### config.mk
export PLATFORM = sky130hd
export DESIGN_NAME = csfr_bank
export DESIGN_NICKNAME = d
export VERILOG_FILES = /design/src/design/csfr_pkg.sv /design/src/design/csfr_bank.sv /design/src/design/csfr_store.sv
export SDC_FILE = /design/constraint.sdc
export NUM_CORES = 1
export LEC_CHECK = 0
export BUFFER_PORTS_ARGS = -buffer_cell sky130_fd_sc_hd__buf_2
export CAP_MARGIN = 0
export CORE_UTILIZATION = 41
export CTS_CLUSTER_SIZE = 8
export DETAILED_ROUTE_END_ITERATION = 8
export PLACE_DENSITY = 0.6
export SYNTH_ARGS = -nofsm -noshare
export SYNTH_HDL_FRONTEND = slang
export SYNTH_SLANG_ARGS = --single-unit
### constraint.sdc
create_clock -name core_clk -period 6.85 [get_ports core_clk]
set_input_delay 0.3425 -clock core_clk [delete_from_list [all_inputs] [get_ports core_clk]]
set_output_delay 0.3425 -clock core_clk [all_outputs]
set_load 0.05 [all_outputs]
### src/design/csfr_pkg.sv
// Purpose: constants, types and decode helpers of the core sfr bank
// Assumes: file addresses 00h-17h, banked window 10h-17h
// Notes:   per-location attributes drive one generic register model
package csfr_pkg;

  // ----------------------------------------------------------------
  // types
  // ----------------------------------------------------------------
  typedef struct packed {
    logic       hit;
    logic [4:0] loc;
  } csfr_loc_t;

  typedef struct packed {
    logic [7:0] b;
    logic [7:0] c;
    logic [7:0] d;
    logic [3:0] e;
  } csfr_port_t;

  // impl: readable bits, wmask: software writable, keep: kept on
  // a synchronous reset, rstv: synchronous reset value, porv: power-on
  typedef struct packed {
    logic       mem;
    logic [7:0] impl;
    logic [7:0] wmask;
    logic [7:0] keep;
    logic [7:0] rstv;
    logic [7:0] porv;
  } csfr_attr_t;

  // ----------------------------------------------------------------
  // locations (unbanked 00-0f, bank 0 at 10-17, bank 1 at 18-1f)
  // ----------------------------------------------------------------
  localparam logic [4:0] LOC_WIN0    = 5'h00;
  localparam logic [4:0] LOC_PTR0    = 5'h01;
  localparam logic [4:0] LOC_PCL     = 5'h02;
  localparam logic [4:0] LOC_PCLATCH = 5'h03;
  localparam logic [4:0] LOC_CPUST   = 5'h06;
  localparam logic [4:0] LOC_INTFL   = 5'h07;
  localparam logic [4:0] LOC_WIN1    = 5'h08;
  localparam logic [4:0] LOC_PTR1    = 5'h09;
  localparam logic [4:0] LOC_BANKSEL = 5'h0f;
  localparam logic [4:0] LOC_PB_PINS = 5'h12;
  localparam logic [4:0] LOC_PC_DIR  = 5'h18;
  localparam logic [4:0] LOC_PC_PINS = 5'h19;
  localparam logic [4:0] LOC_PD_DIR  = 5'h1a;
  localparam logic [4:0] LOC_PD_PINS = 5'h1b;
  localparam logic [4:0] LOC_PE_DIR  = 5'h1c;
  localparam logic [4:0] LOC_PE_PINS = 5'h1d;
  localparam logic [4:0] LOC_PERIPHERAL_INTERRUPT_FLAGS_1    = 5'h1e;
  localparam logic [4:0] LOC_PERIPHERAL_INTERRUPT_ENABLES_1    = 5'h1f;
  localparam logic [4:0] LOC_PB_DIR  = 5'h11;
  localparam int         LOC_N       = 32;

  localparam logic [7:0] FILE_BANKED_LO = 8'h10;
  localparam logic [7:0] FILE_BANKED_HI = 8'h17;
  localparam logic [3:0] BANK_0         = 4'h0;
  localparam logic [3:0] BANK_1         = 4'h1;

  // bus word index = byte address / 4
  localparam logic [5:0] IDX_FILE_END   = 6'h18;
  localparam logic [5:0] IDX_EVT_STATUS = 6'h20;
  localparam logic [5:0] IDX_EVT_MASK   = 6'h21;
  localparam logic [1:0] AXI_OKAY       = 2'b00;

  // bit positions
  localparam int EVT_MASTER_CLEAR_RESET = 0;
  localparam int EVT_WDT  = 1;
  localparam int EVT_BOR  = 2;
  localparam int CPU_TO   = 3;
  localparam int CPU_PD   = 2;
  localparam int CPU_BORF = 0;
  localparam int INT_PEIF = 7;
  localparam logic [7:0] PC_HIGH_RST = 8'h00;

  // ----------------------------------------------------------------
  // decode helpers
  // ----------------------------------------------------------------
  function automatic csfr_loc_t csfr_resolve(input logic [7:0] addr,
                                             input logic [3:0] bsel);
    csfr_loc_t r;
    r = '0;
    if (addr < FILE_BANKED_LO) begin
      r = '{1'b1, addr[4:0]};
    end else if (addr <= FILE_BANKED_HI && bsel == BANK_0) begin
      r = '{1'b1, {2'b10, addr[2:0]}};
    end else if (addr <= FILE_BANKED_HI && bsel == BANK_1) begin
      r = '{1'b1, {2'b11, addr[2:0]}};
    end
    return r;
  endfunction

  // bus index to location, following the two indirect windows
  function automatic csfr_loc_t csfr_target(input logic [5:0] idx,
                                            input logic [3:0] bsel,
                                            input logic [7:0] ptr0,
                                            input logic [7:0] ptr1);
    csfr_loc_t r;
    r = '0;
    if (idx < IDX_FILE_END) begin
      r = csfr_resolve({2'b00, idx}, bsel);
    end
    if (r.hit && r.loc == LOC_WIN0) begin
      r = csfr_resolve(ptr0, bsel);
    end else if (r.hit && r.loc == LOC_WIN1) begin
      r = csfr_resolve(ptr1, bsel);
    end
    if (r.loc == LOC_WIN0 || r.loc == LOC_WIN1) begin
      r.hit = 1'b0;
    end
    return r;
  endfunction

  function automatic csfr_attr_t csfr_attr(input logic [4:0] loc);
    csfr_attr_t a;
    a = '0;
    unique case (loc)
      5'h01, 5'h09: a = '{1'b0, 8'hff, 8'hff, 8'hff, 8'h00, 8'h00};
      5'h02:        a = '{1'b0, 8'hff, 8'hff, 8'h00, 8'h00, 8'h00};
      5'h03:        a = '{1'b0, 8'hff, 8'hff, 8'hff, 8'h00, 8'h00};
      5'h04:        a = '{1'b0, 8'hff, 8'hff, 8'h0f, 8'hf0, 8'hf0};
      5'h05:        a = '{1'b0, 8'hfe, 8'hfe, 8'h00, 8'h00, 8'h00};
      5'h06:        a = '{1'b0, 8'h3f, 8'h13, 8'h0f, 8'h30, 8'h3c};
      5'h07:        a = '{1'b0, 8'hff, 8'h7f, 8'h00, 8'h00, 8'h00};
      5'h0a, 5'h0b,
      5'h0c:        a = '{1'b1, 8'hff, 8'hff, 8'hff, 8'h00, 8'h00};
      5'h0d, 5'h0e, 5'h0f,
      5'h17, 5'h1f: a = '{1'b0, 8'hff, 8'hff, 8'h00, 8'h00, 8'h00};
      5'h10:        a = '{1'b0, 8'hbf, 8'hbf, 8'h33, 8'h0c, 8'h0c};
      5'h11, 5'h18,
      5'h1a:        a = '{1'b0, 8'hff, 8'hff, 8'h00, 8'hff, 8'hff};
      5'h12, 5'h19,
      5'h1b:        a = '{1'b0, 8'hff, 8'hff, 8'hff, 8'h00, 8'h00};
      5'h13:        a = '{1'b0, 8'hf7, 8'hf1, 8'h01, 8'h00, 8'h00};
      5'h14:        a = '{1'b1, 8'hff, 8'h00, 8'hff, 8'h00, 8'h00};
      5'h15:        a = '{1'b0, 8'hf3, 8'hf1, 8'h01, 8'h02, 8'h02};
      5'h16:        a = '{1'b1, 8'h00, 8'hff, 8'hff, 8'h00, 8'h00};
      5'h1c:        a = '{1'b0, 8'h0f, 8'h0f, 8'h00, 8'h0f, 8'h0f};
      5'h1d:        a = '{1'b0, 8'h0f, 8'h0f, 8'h0f, 8'h00, 8'h00};
      5'h1e:        a = '{1'b0, 8'hff, 8'hff, 8'h80, 8'h02, 8'h02};
      default:      a = '0;
    endcase
    return a;
  endfunction

endpackage

### src/design/csfr_bank.sv
// Purpose: core and first two peripheral banks of the sfr file, AXI4-Lite
// Assumes: core_clk 125 MHz, reset pins asynchronous to core_clk
// Notes:   peripheral functions behind the registers are not modelled
//
// Added by the designer: the AXI4-Lite interface to the registers.
`timescale 1ns/1ps
`default_nettype none
module csfr_bank (
  input  wire logic                 core_clk,
  input  wire logic                 rst_n,
  input  wire logic [7:0]           s_axi_awaddr,
  input  wire logic                 s_axi_awvalid,
  output logic                      s_axi_awready,
  input  wire logic [31:0]          s_axi_wdata,
  input  wire logic [3:0]           s_axi_wstrb,
  input  wire logic                 s_axi_wvalid,
  output logic                      s_axi_wready,
  output logic [1:0]                s_axi_bresp,
  output logic                      s_axi_bvalid,
  input  wire logic                 s_axi_bready,
  input  wire logic [7:0]           s_axi_araddr,
  input  wire logic                 s_axi_arvalid,
  output logic                      s_axi_arready,
  output logic [31:0]               s_axi_rdata,
  output logic [1:0]                s_axi_rresp,
  output logic                      s_axi_rvalid,
  input  wire logic                 s_axi_rready,
  input  wire logic                 master_clear_reset,
  input  wire logic                 watchdog_reset,
  input  wire logic                 brown_out_reset,
  input  wire csfr_pkg::csfr_port_t port_in,
  output wire csfr_pkg::csfr_port_t port_out,
  output csfr_pkg::csfr_port_t      port_oe,
  output wire logic [15:0]          program_counter,
  output logic                      irq
);

  // ----------------------------------------------------------------
  // pin synchronisers
  // ----------------------------------------------------------------
  logic [30:0]          raw;
  logic [30:0]          s1_q;
  logic [30:0]          s2_q;
  logic [30:0]          s3_q;
  logic [30:0]          filt_q;
  logic [30:0]          filt_d;
  logic [30:0]          agree;
  logic [2:0]           evt_lvl;
  logic [2:0]           evt_prev_q;
  logic [2:0]           evt_rise;
  logic                 sync_rst;
  csfr_pkg::csfr_port_t pins;

  // resets and port pins come from outside core_clk
  assign raw      = {brown_out_reset, watchdog_reset, master_clear_reset,
                     port_in};
  assign agree    = ~(s2_q ^ s3_q);
  assign filt_d   = (agree & s3_q) | (~agree & filt_q);
  assign evt_lvl  = filt_q[30:28];
  assign pins     = filt_q[27:0];
  assign evt_rise = evt_lvl & ~evt_prev_q;
  assign sync_rst = |evt_lvl;

  // three stages, a change counts once stages two and three agree
  always_ff @(posedge core_clk or negedge rst_n) begin
    if (!rst_n) begin
      s1_q       <= '0;
      s2_q       <= '0;
      s3_q       <= '0;
      filt_q     <= '0;
      evt_prev_q <= '0;
    end else begin
      s1_q       <= raw;
      s2_q       <= s1_q;
      s3_q       <= s2_q;
      filt_q     <= filt_d;
      evt_prev_q <= evt_lvl;
    end
  end

  // ----------------------------------------------------------------
  // AXI4-Lite write channel
  // ----------------------------------------------------------------
  logic                aw_held_q;
  logic                aw_held_d;
  logic [5:0]          aw_idx_q;
  logic                w_held_q;
  logic                w_held_d;
  logic [7:0]          w_byte_q;
  logic                w_lane_q;
  logic                bvalid_d;
  logic                aw_hs;
  logic                w_hs;
  logic                wr_fire;
  logic                wr_on;
  csfr_pkg::csfr_loc_t wr_tgt;
  csfr_pkg::csfr_attr_t wr_attr;
  logic [7:0]          file_q [0:31];
  logic [7:0]          file_d [0:31];

  // address and data are taken in either order, one write at a time
  assign aw_hs     = s_axi_awvalid & s_axi_awready;
  assign w_hs      = s_axi_wvalid & s_axi_wready;
  assign wr_fire   = aw_held_q & w_held_q & ~s_axi_bvalid;
  assign aw_held_d = aw_hs | (aw_held_q & ~wr_fire);
  assign w_held_d  = w_hs | (w_held_q & ~wr_fire);
  assign bvalid_d  = wr_fire | (s_axi_bvalid & ~s_axi_bready);
  assign wr_on     = wr_fire & w_lane_q;
  assign wr_tgt    = csfr_pkg::csfr_target(aw_idx_q,
                       file_q[csfr_pkg::LOC_BANKSEL][3:0],
                       file_q[csfr_pkg::LOC_PTR0], file_q[csfr_pkg::LOC_PTR1]);
  assign wr_attr   = csfr_pkg::csfr_attr(wr_tgt.loc);

  // only byte lane 0 carries register data
  always_ff @(posedge core_clk or negedge rst_n) begin
    if (!rst_n) begin
      aw_held_q     <= 1'b0;
      w_held_q      <= 1'b0;
      aw_idx_q      <= '0;
      w_byte_q      <= '0;
      w_lane_q      <= 1'b0;
      s_axi_bvalid  <= 1'b0;
      s_axi_awready <= 1'b0;
      s_axi_wready  <= 1'b0;
    end else begin
      aw_held_q     <= aw_held_d;
      w_held_q      <= w_held_d;
      aw_idx_q      <= aw_hs ? s_axi_awaddr[7:2] : aw_idx_q;
      w_byte_q      <= w_hs ? s_axi_wdata[7:0] : w_byte_q;
      w_lane_q      <= w_hs ? s_axi_wstrb[0] : w_lane_q;
      s_axi_bvalid  <= bvalid_d;
      s_axi_awready <= ~aw_held_d & ~bvalid_d;
      s_axi_wready  <= ~w_held_d & ~bvalid_d;
    end
  end

  assign s_axi_bresp = csfr_pkg::AXI_OKAY;

  // ----------------------------------------------------------------
  // AXI4-Lite read channel
  // ----------------------------------------------------------------
  logic                 ar_hs;
  logic                 rd_ph_q;
  logic                 rvalid_d;
  logic [5:0]           rd_idx_q;
  csfr_pkg::csfr_loc_t  rd_tgt;
  csfr_pkg::csfr_loc_t  rd_tgt_q;
  csfr_pkg::csfr_attr_t rd_attr;
  logic [7:0]           mem_rdata;
  logic [7:0]           rd_file;
  logic [7:0]           rd_byte;
  logic [2:0]           evt_status_q;
  logic [2:0]           evt_mask_q;
  logic                 peif;

  assign ar_hs    = s_axi_arvalid & s_axi_arready;
  assign rvalid_d = rd_ph_q | (s_axi_rvalid & ~s_axi_rready);
  assign rd_tgt   = csfr_pkg::csfr_target(s_axi_araddr[7:2],
                      file_q[csfr_pkg::LOC_BANKSEL][3:0],
                      file_q[csfr_pkg::LOC_PTR0], file_q[csfr_pkg::LOC_PTR1]);
  assign rd_attr  = csfr_pkg::csfr_attr(rd_tgt_q.loc);
  assign peif     = |(file_q[csfr_pkg::LOC_PERIPHERAL_INTERRUPT_FLAGS_1] & file_q[csfr_pkg::LOC_PERIPHERAL_INTERRUPT_ENABLES_1]);

  // port pin locations read the pins, the core flag byte shows peif
  always_comb begin
    rd_file = file_q[rd_tgt_q.loc];
    unique case (rd_tgt_q.loc)
      csfr_pkg::LOC_PB_PINS: rd_file = pins.b;
      csfr_pkg::LOC_PC_PINS: rd_file = pins.c;
      csfr_pkg::LOC_PD_PINS: rd_file = pins.d;
      csfr_pkg::LOC_PE_PINS: rd_file = {4'h0, pins.e};
      csfr_pkg::LOC_INTFL:   rd_file[csfr_pkg::INT_PEIF] = peif;
      default:               rd_file = file_q[rd_tgt_q.loc];
    endcase
  end

  always_comb begin
    rd_byte = 8'h00;
    if (rd_tgt_q.hit) begin
      rd_byte = (rd_attr.mem ? mem_rdata : rd_file) & rd_attr.impl;
    end else if (rd_idx_q == csfr_pkg::IDX_EVT_STATUS) begin
      rd_byte = {5'h00, evt_status_q};
    end else if (rd_idx_q == csfr_pkg::IDX_EVT_MASK) begin
      rd_byte = {5'h00, evt_mask_q};
    end
  end

  // answer one edge after the address is taken (store latency)
  always_ff @(posedge core_clk or negedge rst_n) begin
    if (!rst_n) begin
      rd_ph_q       <= 1'b0;
      rd_idx_q      <= '0;
      rd_tgt_q      <= '0;
      s_axi_rvalid  <= 1'b0;
      s_axi_rdata   <= '0;
      s_axi_arready <= 1'b0;
    end else begin
      rd_ph_q       <= ar_hs;
      rd_idx_q      <= ar_hs ? s_axi_araddr[7:2] : rd_idx_q;
      rd_tgt_q      <= ar_hs ? rd_tgt : rd_tgt_q;
      s_axi_rvalid  <= rvalid_d;
      s_axi_rdata   <= rd_ph_q ? {24'h0000_00, rd_byte} : s_axi_rdata;
      s_axi_arready <= ~(ar_hs | rd_ph_q | rvalid_d);
    end
  end

  assign s_axi_rresp = csfr_pkg::AXI_OKAY;

  // data-only bytes live in the store
  csfr_store u_store (
    .core_clk (core_clk),
    .we       (wr_on & wr_tgt.hit & wr_attr.mem & (|wr_attr.wmask)),
    .waddr    (wr_tgt.loc),
    .wdata    (w_byte_q),
    .re       (ar_hs),
    .raddr    (rd_tgt.loc),
    .rdata    (mem_rdata)
  );

  // ----------------------------------------------------------------
  // program counter upper byte
  // ----------------------------------------------------------------
  logic [7:0] pc_high_q;
  logic pcl_wr;
  logic pcl_rd;

  assign pcl_wr = wr_on & wr_tgt.hit & (wr_tgt.loc == csfr_pkg::LOC_PCL);
  assign pcl_rd = rd_ph_q & rd_tgt_q.hit & (rd_tgt_q.loc == csfr_pkg::LOC_PCL);

  always_ff @(posedge core_clk or negedge rst_n) begin
    if (!rst_n) begin
      pc_high_q <= csfr_pkg::PC_HIGH_RST;
    end else if (sync_rst) begin
      pc_high_q <= csfr_pkg::PC_HIGH_RST;
    end else if (pcl_wr) begin
      pc_high_q <= file_q[csfr_pkg::LOC_PCLATCH];
    end
  end

  assign program_counter = {pc_high_q, file_q[csfr_pkg::LOC_PCL]};

  // ----------------------------------------------------------------
  // register file next state
  // ----------------------------------------------------------------
  csfr_pkg::csfr_attr_t a_v;
  logic [7:0]           d_v;

  always_comb begin
    a_v = '0;
    d_v = '0;
    for (int i = 0; i < csfr_pkg::LOC_N; i++) begin
      a_v = csfr_pkg::csfr_attr(5'(i));
      d_v = file_q[i];
      if (sync_rst) begin
        d_v = (d_v & a_v.keep) | a_v.rstv;
      end else if (wr_on && wr_tgt.hit && wr_tgt.loc == 5'(i)) begin
        d_v = (d_v & ~a_v.wmask) | (w_byte_q & a_v.wmask);
      end else if (pcl_rd && 5'(i) == csfr_pkg::LOC_PCLATCH) begin
        d_v = pc_high_q;
      end
      file_d[i] = a_v.mem ? 8'h00 : (d_v & a_v.impl);
    end
    if (evt_lvl[csfr_pkg::EVT_BOR]) begin
      file_d[csfr_pkg::LOC_CPUST][csfr_pkg::CPU_TO]   = 1'b1;
      file_d[csfr_pkg::LOC_CPUST][csfr_pkg::CPU_PD]   = 1'b1;
      file_d[csfr_pkg::LOC_CPUST][csfr_pkg::CPU_BORF] = 1'b0;
      file_d[csfr_pkg::LOC_PCLATCH]                   = 8'h00;
    end else if (evt_lvl[csfr_pkg::EVT_WDT]) begin
      file_d[csfr_pkg::LOC_CPUST][csfr_pkg::CPU_TO]   = 1'b0;
      file_d[csfr_pkg::LOC_CPUST][csfr_pkg::CPU_PD]   = 1'b1;
    end
    // master clear keeps TO and PD through the keep mask
  end

  for (genvar g = 0; g < csfr_pkg::LOC_N; g++) begin : g_file
    localparam csfr_pkg::csfr_attr_t A = csfr_pkg::csfr_attr(5'(g));
    always_ff @(posedge core_clk or negedge rst_n) begin
      if (!rst_n) begin
        file_q[g] <= A.porv;
      end else begin
        file_q[g] <= file_d[g];
      end
    end
  end

  assign port_out = {file_q[csfr_pkg::LOC_PB_PINS], file_q[csfr_pkg::LOC_PC_PINS],
                     file_q[csfr_pkg::LOC_PD_PINS], file_q[csfr_pkg::LOC_PE_PINS][3:0]};

  // ----------------------------------------------------------------
  // pin drivers and reset events
  // ----------------------------------------------------------------
  logic [2:0] evt_status_d;
  logic [2:0] evt_mask_d;
  logic       wr_st;
  logic       wr_mk;

  assign wr_st = wr_on & (aw_idx_q == csfr_pkg::IDX_EVT_STATUS);
  assign wr_mk = wr_on & (aw_idx_q == csfr_pkg::IDX_EVT_MASK);
  // a new event beats a write-one clear in the same cycle
  assign evt_status_d = (evt_status_q & ~(wr_st ? w_byte_q[2:0] : 3'h0)) | evt_rise;
  assign evt_mask_d   = wr_mk ? w_byte_q[2:0] : evt_mask_q;

  always_ff @(posedge core_clk or negedge rst_n) begin
    if (!rst_n) begin
      port_oe      <= '0;
      evt_status_q <= '0;
      evt_mask_q   <= '0;
      irq          <= 1'b0;
    end else begin
      port_oe      <= ~{file_d[csfr_pkg::LOC_PB_DIR], file_d[csfr_pkg::LOC_PC_DIR],
                        file_d[csfr_pkg::LOC_PD_DIR], file_d[csfr_pkg::LOC_PE_DIR][3:0]};
      evt_status_q <= evt_status_d;
      evt_mask_q   <= evt_mask_d;
      irq          <= |(evt_status_d & evt_mask_d);
    end
  end

endmodule
`default_nettype wire

### src/design/csfr_store.sv
// Purpose: plain byte store for data-only file locations
// Assumes: one write and one read port, same clock
// Notes:   no reset, contents survive every reset; read data registered
`timescale 1ns/1ps
`default_nettype none
module csfr_store (
  input  wire logic       core_clk,
  input  wire logic       we,
  input  wire logic [4:0] waddr,
  input  wire logic [7:0] wdata,
  input  wire logic       re,
  input  wire logic [4:0] raddr,
  output logic      [7:0] rdata
);

  logic [7:0] mem_q [0:31];

  // write port
  always_ff @(posedge core_clk) begin
    if (we) begin
      mem_q[waddr] <= wdata;
    end
  end

  // registered read, held between reads
  always_ff @(posedge core_clk) begin
    if (re) begin
      rdata <= mem_q[raddr];
    end
  end

endmodule
`default_nettype wire

==> impl_metrics.toml <==
[status]
outcome = "completed"

[floorplanning]
die_w_um = 261.5
boundaryPins = 204
die_h_um = 261.5
core_mm2 = 0.06622
die_area_mm2 = 0.06837
num_rows = 94
start_util_pct = 41.69

[timing]
slew_viol_final = 0
clock_skew_ns = 0.02488
min_period_ns = 4.173
worst_pin_slew_ns = 1.059
fmax_ghz = 0.2396
hold_viol_final = 0
relSlewSlack_pct = 29.03
setup_tns_ns = 0
hold_slack_ns = 0.03517
fin_crit_sh_pct = 60.92
setup_viol = 0
rsz0062_at_grt = "no"

[clock_network]
cts_made_buffers = 92
clock_latency_ns = 0.65
cts_resized = 0
cts.sinks = 659
h-tree-depth = 3
clock_path_buffers = 3
cts_tree = "yes"
clkTransAtPathRegs_ns = 0.06
root_buffer = "clkbuf_16"

[placement]
port_buffers = 144
gp_congestion = 0.9055
placed_area_mm2 = 0.02959
dp_hpwl_um = 44710

[layout]
design_area_mm2 = 0.03274
syn_to_final_growth_pct = 18.59
layout.nets = 2621
final_cell_mix = "dfrtp_1 (348), nand2_1 (307), edfxtp_1 (264)"
drive_gt1_share_pct = 18.28
fin_util_pct = 49.44
fill_cells = 5851
final_common_cell = "dfrtp_1"
diodes = 0

[worst_setup_path]
path_class = "flop to flop"
cp_num_buf_inv = 1
crit_fanout = 58
critPathCaptureType = "flop"
slowest_stage = "and2_4"
slowest_delay_ns = 0.71
cp_data_arrival_time_ns = 4.55
crit_path_cell_trace = "o41ai_1 > and3_1 > a22oi_1 > and2_4 > buf_4 > a21oi_1 > a221oi_1 > nor3_1 > nor4_1"
startpoint_type = "flop"
cp_top_family = "simple AND/OR/NAND/NOR gates"
critPathRequiredTime_ns = 7.23

[power]
powerDensity_mw_per_mm2 = 349.2
ir_worst_vdd_v = 0.0002488
total_power_mw = 11.43
cellLeakagePower_nw = 13.67

[routing]
firstDrtPassIters = 5
vias = 18280
drc = 0
ant_nets = 0
drt_iter0_markers = 1419
wl_per_cell_um = 20.66
vias_per_cell = 5.297
routed_wl_um = 71290

[synth]
synth_sequential_area_ratio_pct = 64.71
postSynthAreaPerCell_um2 = 12.79
syn_area_mm2 = 0.02761
yosys.cell_types.count = 80
synth_edf_count = 264
synth-seq-cells = 659
synth_top_flop_cell = "dfrtp_1"
syn_inst = 2158
ys_async_sr_fraction_pct = 59.94
yosysWarnings = 0

[min_path]
hold_class = "primary input to flop"

[global_route]
gr-usage-all-layers_pct = 21.05
overflow = 0
grt_pass1_wl_um = 108200
antenna_found_initial = 2
grt_pass1_vias = 18111
grt_max_degree = 152

[job]
maxCapViolations = 0
[metrics by stage]
step / worst slack (ns) / cells
6_report: 2.677 / 3451
5_1_grt: 2.407 / 3451
4_1_cts: 2.629 / 3451
3_5_place_dp: 2.658 / 3247
3_3_place_gp: 2.733 / 3247
2_1_floorplan: 3.756 / 2409
[what timing repair did]
action / 4_1_cts / 5_1_grt
endpoints found under the hold margin: 143 / 0
hold buffers: 48 / 0
setup buffers: 0 / 0
[routing by layer]
layer / GRT usage, % / up-vias / wire length (µm)
li1: - / 8315 / -
met1: 28.93 / 9252 / 31250
met2: 33.29 / 582 / 33590
met3: 3.455 / 131 / 3961
met4: 8.543 / 0 / 2498
met5: 0 / - / 0
[where the power goes]
part	internal, mW	leakage [nW]	switching (mW)	total, mW
Sequential	4.94	7.56	0.330	5.27
Clock	2.51	1.27	1.70	4.21
Combinational	0.565	4.85	1.38	1.95
[sequential cells by signal, summed over array words and instances (netlist names), 3 cells and up]
name	flops
s3_q	31
evt_mask_q	3
s1_q	31
rd_tgt_q	6
file_q	146
evt_prev_q	3
port_oe	28
evt_status_q	3
rd_idx_q	6
s2_q	31
s_axi_rdata	8
filt_q	31
pc_high_q	8
w_byte_q	8
port_out	28
u_store.rdata	8
u_store.mem_q	256
program_counter	8
aw_idx_q	6
[final timing paths]
path,start,end,slack (ns),depth (start not counted)
max,file_q[130],u_store.rdata[5],2.68,9
min,s_axi_awaddr[6],aw_idx_q[4],0.04,2
max reg2reg,file_q[130],u_store.rdata[5],2.68,9
min reg2reg,s1_q[14],s2_q[14],0.34,0
max in group asynchronous,rst_n,w_byte_q[0],4.85,3
min in group asynchronous,rst_n,program_counter[3],0.37,2
[final cells by class]
cell class / count / area [µm²] / area share (%)
flip-flops and latches: 659 / 17870 / 54.60
multi-input cells: 1529 / 9597 / 29.32
clock buffers: 148 / 2512 / 7.675
repair buffers: 219 / 1426 / 4.357
well taps: 864 / 1081 / 3.302
clock inverters: 8 / 156.4 / 0.4778
inverters: 24 / 90.09 / 0.2752
[cell families after synthesis]
logic type,Yosys count,synth area share (%)
AO/OA/AOI/OAI,403,9.541
adder cells (fa/ha/maj),37,1.396
buffers and inverters,221,4.070
flip-flops,659,64.71
multiplexers,231,9.890
other,1,0.01358
AND/OR/NAND/NOR,606,10.38
[synth_stat cells, drive strengths merged (4+ instances only)]
cell type	instances	share of area (%)
nand3	73	1.4
clkbuf	82	1.1
a221oi	29	0.92
and3	15	0.34
o21ai	50	0.91
nand2	310	4.2
a221o	4	0.15
a21oi	159	3.0
o221ai	6	0.19
nor3	34	0.81
inv	24	0.33
a211oi	6	0.16
nor3b	5	0.21
ha	6	0.27
o22ai	29	0.66
dfrtp	355	32
nand4	7	0.16
maj3	31	1.1
nor4	10	0.23
nor2	79	1.2
or3	5	0.11
mux4	22	1.8
a31o	4	0.13
edfxtp	264	29
buf	115	2.6
nor2b	12	0.27
mux2	90	3.8
and2	37	0.84
or4	4	0.12
a31oi	19	0.51
nand2b	8	0.18
a32oi	14	0.44
a22oi	45	1.3
a22o	6	0.19
mux2i	119	4.3
dfstp	40	3.8
o211ai	5	0.14
Power figures use the tool's default switching activity.
